===== src/rtl/obdcp_pkg.sv =====
// Purpose: constants for the serial command interpreter
// Assumes: 100 MHz clock
// Notes:   register offsets are byte addresses of 32-bit words
package obdcp_pkg;
  // ****************************************
  // clock and timing
  // ****************************************
  localparam longint CLK_HZ        = 100000000;
  localparam longint LINE_TMO_S    = 20;
  localparam logic [31:0] LINE_TMO_CYC = 32'(LINE_TMO_S * CLK_HZ);
  localparam logic [9:0]  RESP_STEP_MS = 10'h004;
  localparam logic [12:0] WAKE_STEP_MS = 13'h0014;
  // ****************************************
  // line buffer and characters
  // ****************************************
  localparam int BUF_N = 32;
  localparam logic [7:0] CH_CR  = 8'h0d;
  localparam logic [7:0] CH_SP  = 8'h20;
  localparam logic [7:0] CH_DEL = 8'h7f;
  localparam logic [47:0] MSG_ERR    = 48'h0000_003e_0d3f;
  localparam logic [47:0] MSG_OK     = 48'h0000_3e0d_4b4f;
  localparam logic [47:0] MSG_PROMPT = 48'h0000_0000_003e;
  // ****************************************
  // setting flags
  // ****************************************
  localparam int FLG_ECHO = 0;
  localparam int FLG_HDR  = 1;
  localparam int FLG_SPC  = 2;
  localparam int FLG_RSP  = 3;
  localparam int FLG_DLC  = 4;
  localparam int FLG_VDLC = 5;
  localparam int FLG_KW   = 6;
  localparam int FLG_CAF  = 7;
  localparam int FLG_CFC  = 8;
  localparam int FLG_CSM  = 9;
  localparam logic [9:0] FLAGS_RST = 10'h3cd;
  localparam logic [7:0] RESP_RST  = 8'h32;
  localparam logic [7:0] WAKE_RST  = 8'h92;
  // ****************************************
  // keyword rates and protocol ranges
  // ****************************************
  localparam logic [1:0]  KB_10400 = 2'h0;
  localparam logic [1:0]  KB_4800  = 2'h1;
  localparam logic [1:0]  KB_9600  = 2'h2;
  localparam logic [16:0] BAUD_10400 = 17'h028a0;
  localparam logic [16:0] BAUD_4800  = 17'h012c0;
  localparam logic [16:0] BAUD_9600  = 17'h02580;
  localparam logic [3:0]  PROTO_KW_LO  = 4'h3;
  localparam logic [3:0]  PROTO_KW_HI  = 4'h5;
  localparam logic [3:0]  PROTO_CAN_LO = 4'h6;
  localparam logic [3:0]  PROTO_CAN_HI = 4'hc;
  // ****************************************
  // register offsets
  // ****************************************
  localparam logic [7:0] REG_FLAGS  = 8'h00;
  localparam logic [7:0] REG_RESPMS = 8'h04;
  localparam logic [7:0] REG_WAKEMS = 8'h08;
  localparam logic [7:0] REG_KBAUD  = 8'h0c;
  localparam logic [7:0] REG_PROTO  = 8'h10;
  localparam logic [7:0] REG_WMLEN  = 8'h14;
  localparam logic [7:0] REG_WMLO   = 8'h18;
  localparam logic [7:0] REG_WMHI   = 8'h1c;
  localparam logic [7:0] REG_VCAL   = 8'h20;
  localparam logic [7:0] REG_STATUS = 8'h24;
  typedef enum logic [2:0] {
    ST_LINE  = 3'h0,
    ST_EXEC  = 3'h1,
    ST_SEND  = 3'h2,
    ST_WAIT  = 3'h3,
    ST_REPLY = 3'h4
  } obdcp_st_t;
endpackage : obdcp_pkg


===== src/rtl/obdcp_parser.sv =====
// Purpose: serial command interpreter of a diagnostic bridge
// Assumes: rx bytes and rts synchronous to i_mclk
// Notes:   vehicle engines sit behind the veh port
`timescale 1ns/10ps
module obdcp_parser #(
  parameter logic [31:0] LINE_TMO_CYC = obdcp_pkg::LINE_TMO_CYC
) (
  input  wire logic        i_mclk,
  input  wire logic        i_resetn,
  input  wire logic [7:0]  i_rx_data,
  input  wire logic        i_rx_valid,
  input  wire logic        i_rts,
  input  wire logic        i_tx_ready,
  input  wire logic        i_veh_done,
  input  wire logic [7:0]  i_addr,
  input  wire logic [31:0] i_wdata,
  input  wire logic        i_wr,
  input  wire logic        i_rd,
  output logic [7:0]       o_tx_data,
  output logic             o_tx_valid,
  output logic             o_busy,
  output logic [7:0]       o_veh_data,
  output logic             o_veh_valid,
  output logic             o_veh_last,
  output logic             o_veh_abort,
  output logic [31:0]      o_rdata
);
  typedef struct packed {
    obdcp_pkg::obdcp_st_t st;
    logic [31:0][7:0] buf_c;
    logic [5:0]       len;
    logic [5:0]       last_n;
    logic [5:0]       cmd_n;
    logic             ovf;
    logic [31:0]      tmo;
    logic [4:0]       vix;
    logic [47:0]      msg;
    logic [2:0]       msg_n;
    logic [7:0]       tx_d;
    logic             tx_v;
    logic             busy;
    logic [7:0]       veh_d;
    logic             veh_v;
    logic             veh_last;
    logic             veh_abort;
    logic [9:0]       flags;
    logic [7:0]       resp;
    logic [7:0]       wake;
    logic [1:0]       kb;
    logic [3:0]       proto;
    logic [2:0]       wm_n;
    logic [47:0]      wm;
    logic [15:0]      cal;
    logic             cal_def;
    logic [31:0]      rdata;
  } obdcp_state_t;

  obdcp_state_t s_q, s_d;
  logic [31:0]      hx;
  logic [31:0][3:0] nb;
  logic [7:0]       c_up;
  logic             c_drop, pb, kw_ok, can_ok, is_at, at_ok, hex_ok;
  logic [5:0]       nn;
  logic [7:0]       a0, a1, a2, arg8;
  logic [3:0]       fi;
  logic             fsel;

  // ****************************************
  // character classes
  // ****************************************
  always_comb begin
    for (int k = 0; k < obdcp_pkg::BUF_N; k++) begin
      logic [7:0] c;
      c = s_q.buf_c[k];
      hx[k] = (c >= 8'h30 && c <= 8'h39) || (c >= 8'h41 && c <= 8'h46);
      nb[k] = (c >= 8'h41) ? 4'(c[3:0] + 4'h9) : c[3:0];
    end
    c_up = (i_rx_data >= 8'h61 && i_rx_data <= 8'h7a) ? i_rx_data - 8'h20 : i_rx_data;
    c_drop = (i_rx_data <= obdcp_pkg::CH_SP && i_rx_data != obdcp_pkg::CH_CR)
             || i_rx_data == obdcp_pkg::CH_DEL;
  end

  // ****************************************
  // internal command decode
  // ****************************************
  always_comb begin
    nn     = s_q.cmd_n - 6'h02;
    a0     = s_q.buf_c[2];
    a1     = s_q.buf_c[3];
    a2     = s_q.buf_c[4];
    arg8   = {nb[4], nb[5]};
    is_at  = s_q.cmd_n >= 6'h02 && s_q.buf_c[0] == "A" && s_q.buf_c[1] == "T";
    pb     = s_q.buf_c[s_q.cmd_n - 6'h01] == "0" || s_q.buf_c[s_q.cmd_n - 6'h01] == "1";
    kw_ok  = s_q.proto == 4'h0 || (s_q.proto >= obdcp_pkg::PROTO_KW_LO
             && s_q.proto <= obdcp_pkg::PROTO_KW_HI);
    can_ok = s_q.proto == 4'h0 || (s_q.proto >= obdcp_pkg::PROTO_CAN_LO
             && s_q.proto <= obdcp_pkg::PROTO_CAN_HI);
    hex_ok = 1'b1;
    for (int k = 0; k < obdcp_pkg::BUF_N; k++) begin
      if (k >= (is_at ? 4 : 0) && k < int'(s_q.cmd_n) && !hx[k]) begin
        hex_ok = 1'b0;
      end
    end
    fsel = 1'b0;
    fi   = 4'h0;
    if (pb && nn == 6'h02) begin
      fsel = 1'b1;
      unique case (a0)
        "E": fi = 4'(obdcp_pkg::FLG_ECHO);
        "H": fi = 4'(obdcp_pkg::FLG_HDR);
        "S": fi = 4'(obdcp_pkg::FLG_SPC);
        "R": fi = 4'(obdcp_pkg::FLG_RSP);
        "D": begin
          fi = 4'(obdcp_pkg::FLG_DLC);
          fsel = can_ok;
        end
        "V": begin
          fi = 4'(obdcp_pkg::FLG_VDLC);
          fsel = can_ok;
        end
        default: fsel = 1'b0;
      endcase
    end else if (pb && nn == 6'h03 && {a0, a1} == "KW") begin
      fi   = 4'(obdcp_pkg::FLG_KW);
      fsel = kw_ok;
    end else if (pb && nn == 6'h04 && can_ok) begin
      fsel = 1'b1;
      unique case ({a0, a1, a2})
        "CAF":   fi = 4'(obdcp_pkg::FLG_CAF);
        "CFC":   fi = 4'(obdcp_pkg::FLG_CFC);
        "CSM":   fi = 4'(obdcp_pkg::FLG_CSM);
        default: fsel = 1'b0;
      endcase
    end
    at_ok = fsel;
    if (hex_ok && nn == 6'h04) begin
      at_ok = at_ok || {a0, a1} == "ST" || ({a0, a1} == "SW" && kw_ok)
              || ({a0, a1} == "SP" && arg8 <= 8'h0c)
              || ({a0, a1} == "IB" && kw_ok
                  && (arg8 == 8'h10 || arg8 == 8'h48 || arg8 == 8'h96));
    end
    if (hex_ok && nn == 6'h03 && {a0, a1} == "SP") begin
      at_ok = 1'b1;
    end
    if (hex_ok && nn == 6'h06 && {a0, a1} == "CV") begin
      at_ok = 1'b1;
    end
    if (hex_ok && nn >= 6'h04 && nn <= 6'h0e && !nn[0] && {a0, a1} == "WM" && kw_ok) begin
      at_ok = 1'b1;
    end
  end

  // ****************************************
  // next state
  // ****************************************
  always_comb begin
    s_d           = s_q;
    s_d.veh_v     = 1'b0;
    s_d.veh_last  = 1'b0;
    s_d.veh_abort = 1'b0;
    s_d.rdata     = 32'h0000_0000;
    if (s_q.tx_v && i_tx_ready) begin
      s_d.tx_v = 1'b0;
    end
    // ---- register port ----
    if (i_wr && i_addr == obdcp_pkg::REG_FLAGS) begin
      s_d.flags = i_wdata[9:0];
    end
    if (i_rd) begin
      unique case (i_addr)
        obdcp_pkg::REG_FLAGS:  s_d.rdata = {22'h0, s_q.flags};
        obdcp_pkg::REG_RESPMS: s_d.rdata = {22'h0, 10'(s_q.resp * obdcp_pkg::RESP_STEP_MS)};
        obdcp_pkg::REG_WAKEMS: s_d.rdata = {19'h0, 13'(s_q.wake * obdcp_pkg::WAKE_STEP_MS)};
        obdcp_pkg::REG_KBAUD:  s_d.rdata = {15'h0, (s_q.kb == obdcp_pkg::KB_4800)
                                  ? obdcp_pkg::BAUD_4800 : (s_q.kb == obdcp_pkg::KB_9600)
                                  ? obdcp_pkg::BAUD_9600 : obdcp_pkg::BAUD_10400};
        obdcp_pkg::REG_PROTO:  s_d.rdata = {28'h0, s_q.proto};
        obdcp_pkg::REG_WMLEN:  s_d.rdata = {29'h0, s_q.wm_n};
        obdcp_pkg::REG_WMLO:   s_d.rdata = s_q.wm[31:0];
        obdcp_pkg::REG_WMHI:   s_d.rdata = {16'h0, s_q.wm[47:32]};
        obdcp_pkg::REG_VCAL:   s_d.rdata = {15'h0, s_q.cal_def, s_q.cal};
        obdcp_pkg::REG_STATUS: s_d.rdata = {20'h0, s_q.len, s_q.busy, 2'h0, s_q.st};
        default:               s_d.rdata = 32'h0000_0000;
      endcase
    end
    unique case (s_q.st)
      obdcp_pkg::ST_LINE: begin
        if (s_q.len != 6'h00 || s_q.ovf) begin
          s_d.tmo = s_q.tmo + 32'h1;
        end
        if (i_rx_valid && !c_drop) begin
          if (s_q.flags[obdcp_pkg::FLG_ECHO] && (!s_q.tx_v || i_tx_ready)) begin
            s_d.tx_d = c_up;
            s_d.tx_v = 1'b1;
          end
          if (i_rx_data == obdcp_pkg::CH_CR) begin
            s_d.tmo  = 32'h0;
            s_d.len  = 6'h00;
            s_d.busy = 1'b1;
            s_d.st   = obdcp_pkg::ST_EXEC;
            s_d.cmd_n = (s_q.len == 6'h00) ? s_q.last_n : s_q.len;
            if (s_q.len != 6'h00) begin
              s_d.last_n = s_q.len;
            end
            if (s_q.ovf) begin
              s_d.ovf    = 1'b0;
              s_d.last_n = 6'h00;
              s_d.msg    = obdcp_pkg::MSG_ERR;
              s_d.msg_n  = 3'h3;
              s_d.st     = obdcp_pkg::ST_REPLY;
            end
          end else if (s_q.len == 6'(obdcp_pkg::BUF_N)) begin
            s_d.ovf = 1'b1;
          end else begin
            s_d.buf_c[s_q.len[4:0]] = c_up;
            s_d.len = s_q.len + 6'h01;
          end
        end else if (s_q.tmo >= LINE_TMO_CYC - 32'h1) begin
          s_d.tmo    = 32'h0;
          s_d.len    = 6'h00;
          s_d.ovf    = 1'b0;
          s_d.last_n = 6'h00;
          s_d.busy   = 1'b1;
          s_d.msg    = obdcp_pkg::MSG_ERR;
          s_d.msg_n  = 3'h3;
          s_d.st     = obdcp_pkg::ST_REPLY;
        end
      end
      obdcp_pkg::ST_EXEC: begin
        s_d.st    = obdcp_pkg::ST_REPLY;
        s_d.msg   = obdcp_pkg::MSG_ERR;
        s_d.msg_n = 3'h3;
        if (s_q.cmd_n == 6'h00) begin
          s_d.msg   = obdcp_pkg::MSG_PROMPT;
          s_d.msg_n = 3'h1;
        end else if (is_at) begin
          if (at_ok) begin
            s_d.msg   = obdcp_pkg::MSG_OK;
            s_d.msg_n = 3'h4;
            if (fsel) begin
              s_d.flags[fi] = s_q.buf_c[s_q.cmd_n - 6'h01][0];
            end else if ({a0, a1} == "ST") begin
              s_d.resp = arg8;
            end else if ({a0, a1} == "SW") begin
              s_d.wake = arg8;
            end else if ({a0, a1} == "IB") begin
              s_d.kb = (arg8 == 8'h48) ? obdcp_pkg::KB_4800
                     : (arg8 == 8'h96) ? obdcp_pkg::KB_9600 : obdcp_pkg::KB_10400;
            end else if ({a0, a1} == "SP") begin
              s_d.proto = (nn == 6'h03) ? nb[4] : arg8[3:0];
            end else if ({a0, a1} == "CV") begin
              s_d.cal_def = {nb[4], nb[5], nb[6], nb[7]} == 16'h0000;
              if ({nb[4], nb[5], nb[6], nb[7]} != 16'h0000) begin
                s_d.cal = {nb[4], nb[5], nb[6], nb[7]};
              end
            end else begin
              s_d.wm_n = 3'(nn[4:1] - 4'h1);
              for (int b = 0; b < 6; b++) begin
                s_d.wm[b*8 +: 8] = (b < int'(nn[4:1]) - 1) ? {nb[4+2*b], nb[5+2*b]} : 8'h00;
              end
            end
          end
        end else if (hex_ok && !s_q.cmd_n[0]) begin
          s_d.vix = 5'h00;
          s_d.st  = obdcp_pkg::ST_SEND;
        end
      end
      obdcp_pkg::ST_SEND, obdcp_pkg::ST_WAIT: begin
        if (s_q.st == obdcp_pkg::ST_SEND) begin
          s_d.veh_v    = 1'b1;
          s_d.veh_d    = {nb[{s_q.vix[3:0], 1'b0}], nb[{s_q.vix[3:0], 1'b1}]};
          s_d.veh_last = {s_q.vix, 1'b0} + 6'h02 == s_q.cmd_n;
          s_d.vix      = s_q.vix + 5'h01;
          if (s_d.veh_last) begin
            s_d.st = obdcp_pkg::ST_WAIT;
          end
        end
        if (i_rts || i_rx_valid || (s_q.st == obdcp_pkg::ST_WAIT && i_veh_done)) begin
          s_d.veh_abort = i_rts || i_rx_valid;
          s_d.veh_v     = 1'b0;
          s_d.veh_last  = 1'b0;
          s_d.msg       = obdcp_pkg::MSG_PROMPT;
          s_d.msg_n     = 3'h1;
          s_d.st        = obdcp_pkg::ST_REPLY;
        end
      end
      obdcp_pkg::ST_REPLY: begin
        if (s_q.msg_n != 3'h0 && (!s_q.tx_v || i_tx_ready)) begin
          s_d.tx_d  = s_q.msg[7:0];
          s_d.tx_v  = 1'b1;
          s_d.msg   = s_q.msg >> 8;
          s_d.msg_n = s_q.msg_n - 3'h1;
        end
        if (s_q.msg_n == 3'h0) begin
          s_d.busy = 1'b0;
          s_d.st   = obdcp_pkg::ST_LINE;
        end
      end
      default: s_d.st = obdcp_pkg::ST_LINE;
    endcase
  end

  // ****************************************
  // state register
  // ****************************************
  always_ff @(posedge i_mclk) begin
    if (!i_resetn) begin
      s_q       <= '0;
      s_q.st    <= obdcp_pkg::ST_REPLY;
      s_q.busy  <= 1'b1;
      s_q.msg   <= obdcp_pkg::MSG_PROMPT;
      s_q.msg_n <= 3'h1;
      s_q.flags <= obdcp_pkg::FLAGS_RST;
      s_q.resp  <= obdcp_pkg::RESP_RST;
      s_q.wake  <= obdcp_pkg::WAKE_RST;
      s_q.kb    <= obdcp_pkg::KB_10400;
    end else begin
      s_q <= s_d;
    end
  end

  assign o_tx_data   = s_q.tx_d;
  assign o_tx_valid  = s_q.tx_v;
  assign o_busy      = s_q.busy;
  assign o_veh_data  = s_q.veh_d;
  assign o_veh_valid = s_q.veh_v;
  assign o_veh_last  = s_q.veh_last;
  assign o_veh_abort = s_q.veh_abort;
  assign o_rdata     = s_q.rdata;
endmodule : obdcp_parser


===== config.mk =====
export PLATFORM = sky130hd
export DESIGN_NAME = obdcp_parser
export DESIGN_NICKNAME = d
export VERILOG_FILES = /design/src/rtl/obdcp_pkg.sv /design/src/rtl/obdcp_parser.sv
export SDC_FILE = /design/constraint.sdc
export NUM_CORES = 2
export LEC_CHECK = 0
export BUFFER_PORTS_ARGS = -buffer_cell sky130_fd_sc_hd__buf_2
export CORE_UTILIZATION = 30
export CTS_CLUSTER_SIZE = 12
export DETAILED_ROUTE_END_ITERATION = 8
export GPL_TIMING_DRIVEN = 0
export PLACE_DENSITY = 0.49
export SLEW_MARGIN = 20
export SYNTH_ARGS = -nofsm -noshare
export SYNTH_HDL_FRONTEND = slang
export SYNTH_SLANG_ARGS = --single-unit
export TNS_END_PERCENT = 10

===== constraint.sdc =====
create_clock -name i_mclk -period 11.1 [get_ports i_mclk]
set_input_delay 1.665 -clock i_mclk [delete_from_list [all_inputs] [get_ports i_mclk]]
set_output_delay 1.665 -clock i_mclk [all_outputs]
set_load 0.005 [all_outputs]

# --- Word-level counts from Yosys, hierarchy flattened ---
# Cells that the tools add are included.
totals:
  regBits: 519
  latchBits: 0
  ram_bits: 0
  mem_bits_ro: 0
  output_inout_bits: 53
  elab_cells: 851
  mem_count: 0
op_classes:
  n_addsub: 42
  n_mul: 1
  div_mod_pow: 0
  magnitude_cmp: 217
  n_eq_ne: 65
  shifts: 0
  mux: 172
  n_bitwise: 12
  n_reduce_logical: 284
op_table:
  columns: ["op", "count"]
  rows:
  - ["$ge A6 B32 Y1 const A", 15]
  - ["$mux W51", 8]
  - ["$mux W100", 4]
  - ["$pmux W32 S10", 1]
  - ["$ge A8 B7 Y1 const B", 33]
  - ["$le A8 B6 Y1 const B", 33]
  - ["$le A8 B7 Y1 const B", 33]
  - ["$bwmux W256", 1]
  - ["$ge A5 B32 Y1 const A", 8]
  - ["$ge A8 B6 Y1 const B", 32]
  - ["$pmux W51 S4", 1]
  - ["$logic_and A1 B1 Y1", 162]
  - ["$mux W4", 39]
  - ["$add A4 B4 Y4 const B", 32]
  - ["$ge A4 B32 Y1 const A", 4]
  - ["$eq A16 B15 Y1 const B", 7]
  - ["$mux W33", 3]
  - ["$lt A5 B6 Y1 const A", 16]
  - ["$mux W90", 1]
  - ["$mux W8", 11]
  - ["$mux W82", 1]
  - ["$eq A8 B7 Y1 const B", 10]
  - ["$mux W74", 1]
  - ["$eq A24 B23 Y1 const B", 3]
  - ["other kinds (107)", 334]

# --- Logic depth before layout (Yosys ltp) ---
logic_depth:
  ltp_word: 49
  ltp_mapped: 16
  ltp_nobuf: 13

# --- Worst setup path before layout ---
# Ideal clock, no wire load.
synth_timing:
  kind: "in2reg"
  from: "in i_rx_data[3]"
  to: "reg s_q[356] (netlist name)"
  setup_time_ps: 128
  arrival_ps: 4266
  t_required_ps: 10972
  slack_ps: 6706
  cell_stages: 10
  n_path_buf: 2
  cell_sequence: "clkbuf_1 nor4_1 a31o_2 nor2_1 and3_1 clkbuf_1 nand3_1 nor3_1 mux2i_1 nor2_1"
synth_between:
  elab_chain_len: 6
  word_cells_on_any_way: 15
  cone_classes: "order compare (3); eq/ne (3); mux (2); bitwise (1); reduce/logical (6)"
synth_rtl:
  columns: ["element", "line_no", "source"]
  rows:
  - ["start: declaration", "obdcp_parser.sv:10", "input wire logic [7:0] i_rx_data,"]
  - ["$le A8 B6 Y1 / $ne A8 B4 Y1 (equally long branches)", "obdcp_parser.sv:79", "c_drop = (i_rx_data <= obdcp_pkg::CH_SP && i_rx_data != obdcp_pkg::CH_CR)"]
  - ["$logic_and A1 B1 Y1", "obdcp_parser.sv:79", null]
  - ["$logic_or A1 B1 Y1", "obdcp_parser.sv:80", "|| i_rx_data == obdcp_pkg::CH_DEL;"]
  - ["$logic_not A1 Y1", "obdcp_parser.sv:191", "if (i_rx_valid && !c_drop) begin"]
  - ["$logic_and A1 B1 Y1", "obdcp_parser.sv:191", null]
  - ["$reduce_and A4 Y1 (no line)", null, null]
  - ["end: declaration", "obdcp_parser.sv:58", "obdcp_state_t s_q, s_d;"]
# Several ways; a longest one is shown, not always the timed one.
# A chain may end at the register's enable or synchronous reset.

# --- Final worst setup path ---
layout_timing:
  from: "reg s_q[242] (netlist name)"
  to: "reg s_q[40] (netlist name)"
layout_between:
  elab_chain_len: 46
  word_cells_on_any_way: 208
  cone_classes: "add/sub (2); order compare (67); eq/ne (6); mux (42); bitwise (2); reduce/logical (89)"
layout_rtl:
  columns: ["element"]
  rows:
  - ["parallel branches: the longest is 45 deep, another holds $ge A1 B32 Y1"]
  - ["$reduce_and A11 Y1 (no line) *"]
# Mark *: on every way between the ends. The select of a mux whose other input is x is not followed.

==> impl_metrics.json <==
{
  "failed_checks": "DRC",
  "maxSlewHeadroom": 0.144,
  "fp.dieH_um": 315,
  "numPortBuffers": 82,
  "reg2reg_to": "s_q[40]$_SDFFE_PN0P_",
  "required_ns": 11.68,
  "layout-drive-gt1-share": 0.0967,
  "hpwlAfterDp_mm": 97.1,
  "maxSlewViolCount": 0,
  "synthTopCellsByArea": "dfxtp_1, mux2i_1, ha_1, nand2_1, a21oi_1",
  "holdBufCountCts": 0,
  "holdCritPathClass": "register to register",
  "rsz0062_at_grt": "no",
  "cts_tree": "yes",
  "yosysWarnings": 0,
  "final-hold-violation-count": 0,
  "netlist_area_um2": 29400,
  "switchingPower_w": 0.00115,
  "min_delay_path_depth": 2,
  "intPower_w": 0.00307,
  "cpPeakStageDelay_ns": 0.91,
  "cts_max_path_buffers": 3,
  "fin_nets": 3971,
  "drt-total-wl_mm": 130,
  "synthArstFlopShare": 0,
  "combPwrFrac": 0.097,
  "hold_path_end": "s_q[75]$_SDFFE_PN0P_",
  "antenna_found_initial": 1,
  "path_cells": "clkbuf_1 -> clkinv_1 -> ha_1 -> clkbuf_1 -> clkbuf_1 -> clkbuf_2 -> nor3b_1 -> a211oi_1 -> a21oi_1 -> nand3_1 -> a41o_1 -> o21ai_2 -> nor4_4 -> buf_6 -> mux2i_1",
  "rrSetupSlack_ns": 2.74,
  "fin_crit_ns": 8.36,
  "clk_latency_ns": 0.66,
  "power_density_nw_per_um2": 126,
  "grt_usage": 0.255,
  "io_pins": 109,
  "clock-root-buffer": "clkbuf_16",
  "gp_congestion": 0.977,
  "drtAntennaViolNets": 0,
  "grt_first_pass_wirelength_mm": 186,
  "peakVddDrop_v": 0.000114,
  "dieArea_um2": 99200,
  "path_class": "register to register",
  "core_area_um2": 96900,
  "die_w_um": 315,
  "grt-ovfl-total": 0,
  "path_buf_inv": 6,
  "max_freq_ghz": 0.120,
  "status": "complete, but fails checks",
  "drt_iter0_markers": 2980,
  "path_delay_family": "buffers and inverters",
  "first_global_vias": 26600,
  "via_per_inst": 5.61,
  "cts_htree_levels": 2,
  "synth.top_cells.by_count": "dfxtp_1, nand2_1, nor2_1",
  "critPathLaunchType": "register",
  "syn-mean-instance-area_um2": 8.10,
  "worst-r2r-cell-count": 15,
  "rows": 114,
  "synth_nets": 3824,
  "period_share": 0.753,
  "crit_arrival_ns": 8.93,
  "yosysUniqueCellTypes": 84,
  "endpoint_kind": "register",
  "yosys.area.top_type_share": 0.335,
  "clk_pin_slew_ns": 0.06,
  "fillers": 10300,
  "dp.cells": 4989,
  "drc_errors": 15,
  "yosys_register_bits": 492,
  "synth.most_common_cell": "dfxtp_1",
  "yosysTopAreaCell": "dfxtp_1",
  "skew_ns": 0.0416,
  "switching_share": 0.272,
  "cts_buffers": 59,
  "final_cells": 5092,
  "p_total_w": 0.00422,
  "worstMarginPinSlew_ns": 1.27,
  "initial_core_util": 0.304,
  "postCtsSetupRepairBufs": 0,
  "p_leak_nw": 11.7,
  "cts_resized": 0,
  "vias": 28600,
  "synthCells": 3627,
  "first_pass_iters": 8,
  "crit_path_frequent_cell": "clkbuf_1",
  "diodes": 0,
  "synth_ff_type": "dfxtp_1",
  "area_growth_pct": 13.8,
  "wl_per_cell_um": 25.4,
  "pwr-share-clk": 0.466,
  "cp_slowest_cell": "clkbuf_1",
  "finalSetupTns_ns": 0,
  "clock_sinks": 492,
  "path_max_fanout": 10,
  "seq_power_share": 0.437,
  "rr_startpoint": "s_q[242]$_SDFFE_PN0P_",
  "grt_max_degree": 16,
  "yosysSeqAreaShare": 0.335,
  "cap_violations": 0,
  "holdCritStartpoint": "s_q[75]$_SDFFE_PN0P_",
  "setup_viol": 0,
  "synth_edf_count": 0
}
==> through the flow <==
step	util	area [µm²]	worst slack, ns	hold WS (ns)
6_report	0.346	33500	2.74	0.456
2_1_floorplan	-	29400	6.71	0.430
3_3_place_gp	0.324	31400	2.23	0.440
3_5_place_dp	0.326	31500	3.07	0.445
4_1_cts	0.345	33500	3.05	0.454
5_1_grt	0.346	33500	2.76	0.470
==> flip-flops by register name, indices dropped and copies added, names as in the netlist <==
| signal | count |
|---|---|
| o_rdata | 32 |
| o_busy | 1 |
| o_veh_data | 8 |
| a2 | 8 |
| o_tx_valid | 1 |
| o_tx_data | 8 |
| a1 | 8 |
| o_veh_last | 1 |
| o_veh_valid | 1 |
| a0 | 8 |
| s_q | 415 |
| o_veh_abort | 1 |
==> power by group through the flow <==
stage                     combinational, W  clock [W]  sequential, W
final                             0.000410    0.00197        0.00184
after global routing              0.000437    0.00207        0.00185
after CTS                         0.000402    0.00199        0.00184
after detailed placement          0.000401          0        0.00188
after global placement            0.000398          0        0.00188
after floorplan                   0.000248          0        0.00187
==> cell type report <==
cell class                 instances  area, µm²  share of cell area
tap                             1276       1600              0.0477
multi-input combinational       2733      17900               0.536
timing repair buffer              86        449              0.0134
sequential                       492       9850               0.294
clock buffer                      88       1780              0.0531
buffer                           270       1220              0.0366
clock inverter                    15        146             0.00437
inverter                         132        495              0.0148
==> layout by cell type, fill, tap and decap left out, types with 45 or more instances in the layout <==
master     synthesis  routed
nor2_1           324     324
xnor2_1          101      98
ha_1             140     140
nand3_1          269     269
xor2_1            45      45
nor3_1            63      60
nand2_1          458     458
inv_1            130     130
dfxtp_1          492     492
clkbuf_1         182     183
buf_4             48      49
o21ai_0          109     109
a21oi_1          305     305
clkbuf_16          0      60
buf_2              8      92
mux2i_1          180     180
==> worst register-to-register path, stage by stage (launching register included) <==
cell and delay [ns]:
dfxtp_1 0.39, clkbuf_1 0.68, clkinv_1 0.80, ha_1 0.72, clkbuf_1 0.86, clkbuf_1 0.92, clkbuf_2 0.68, nor3b_1 0.14
a211oi_1 0.60, a21oi_1 0.27, nand3_1 0.24, a41o_1 0.51, o21ai_2 0.26, nor4_4 0.73, buf_6 0.28, mux2i_1 0.22
==> cells by family (layout without fill, tap and decap cells) <==
| group | Yosys count | after routing | synth area share |
|---|---|---|---|
| simple gates | 1463 | 1463 | 0.241 |
| compound gates | 739 | 739 | 0.161 |
| flops | 492 | 492 | 0.335 |
| buf+inv | 402 | 591 | 0.0581 |
| mux | 244 | 244 | 0.102 |
| xor+xnor | 146 | 146 | 0.0435 |
| fa+ha+maj | 141 | 141 | 0.0603 |
==> how the worst max path moves through the flow <==
stage / from / end / slack (ns) / cells after the start
floorplan: i_rx_data[3] / s_q[356]$_SDFFE_PN0P_ / 6.71 / 10
global placement: s_q[242]$_SDFFE_PN0P_ / s_q[170]$_SDFFE_PN0P_ / 2.23 / 13
detailed placement: s_q[242]$_SDFFE_PN0P_ / s_q[51]$_SDFFE_PN0P_ / 3.07 / 15
CTS: s_q[242]$_SDFFE_PN0P_ / s_q[51]$_SDFFE_PN0P_ / 3.05 / 15
global route: s_q[242]$_SDFFE_PN0P_ / s_q[40]$_SDFFE_PN0P_ / 2.76 / 15
finish: s_q[242]$_SDFFE_PN0P_ / s_q[40]$_SDFFE_PN0P_ / 2.74 / 15
==> routing by layer <==
layer | routed length, µm | GRT usage | vias to the layer above
li1 | - | - | 13200
met1 | 55700 | 0.337 | 13900
met2 | 57000 | 0.398 | 1159
met3 | 9150 | 0.0384 | 325
met4 | 7700 | 0.135 | 0
met5 | 0 | 0 | -
No activity file was read; power rests on OpenSTA's default activity.
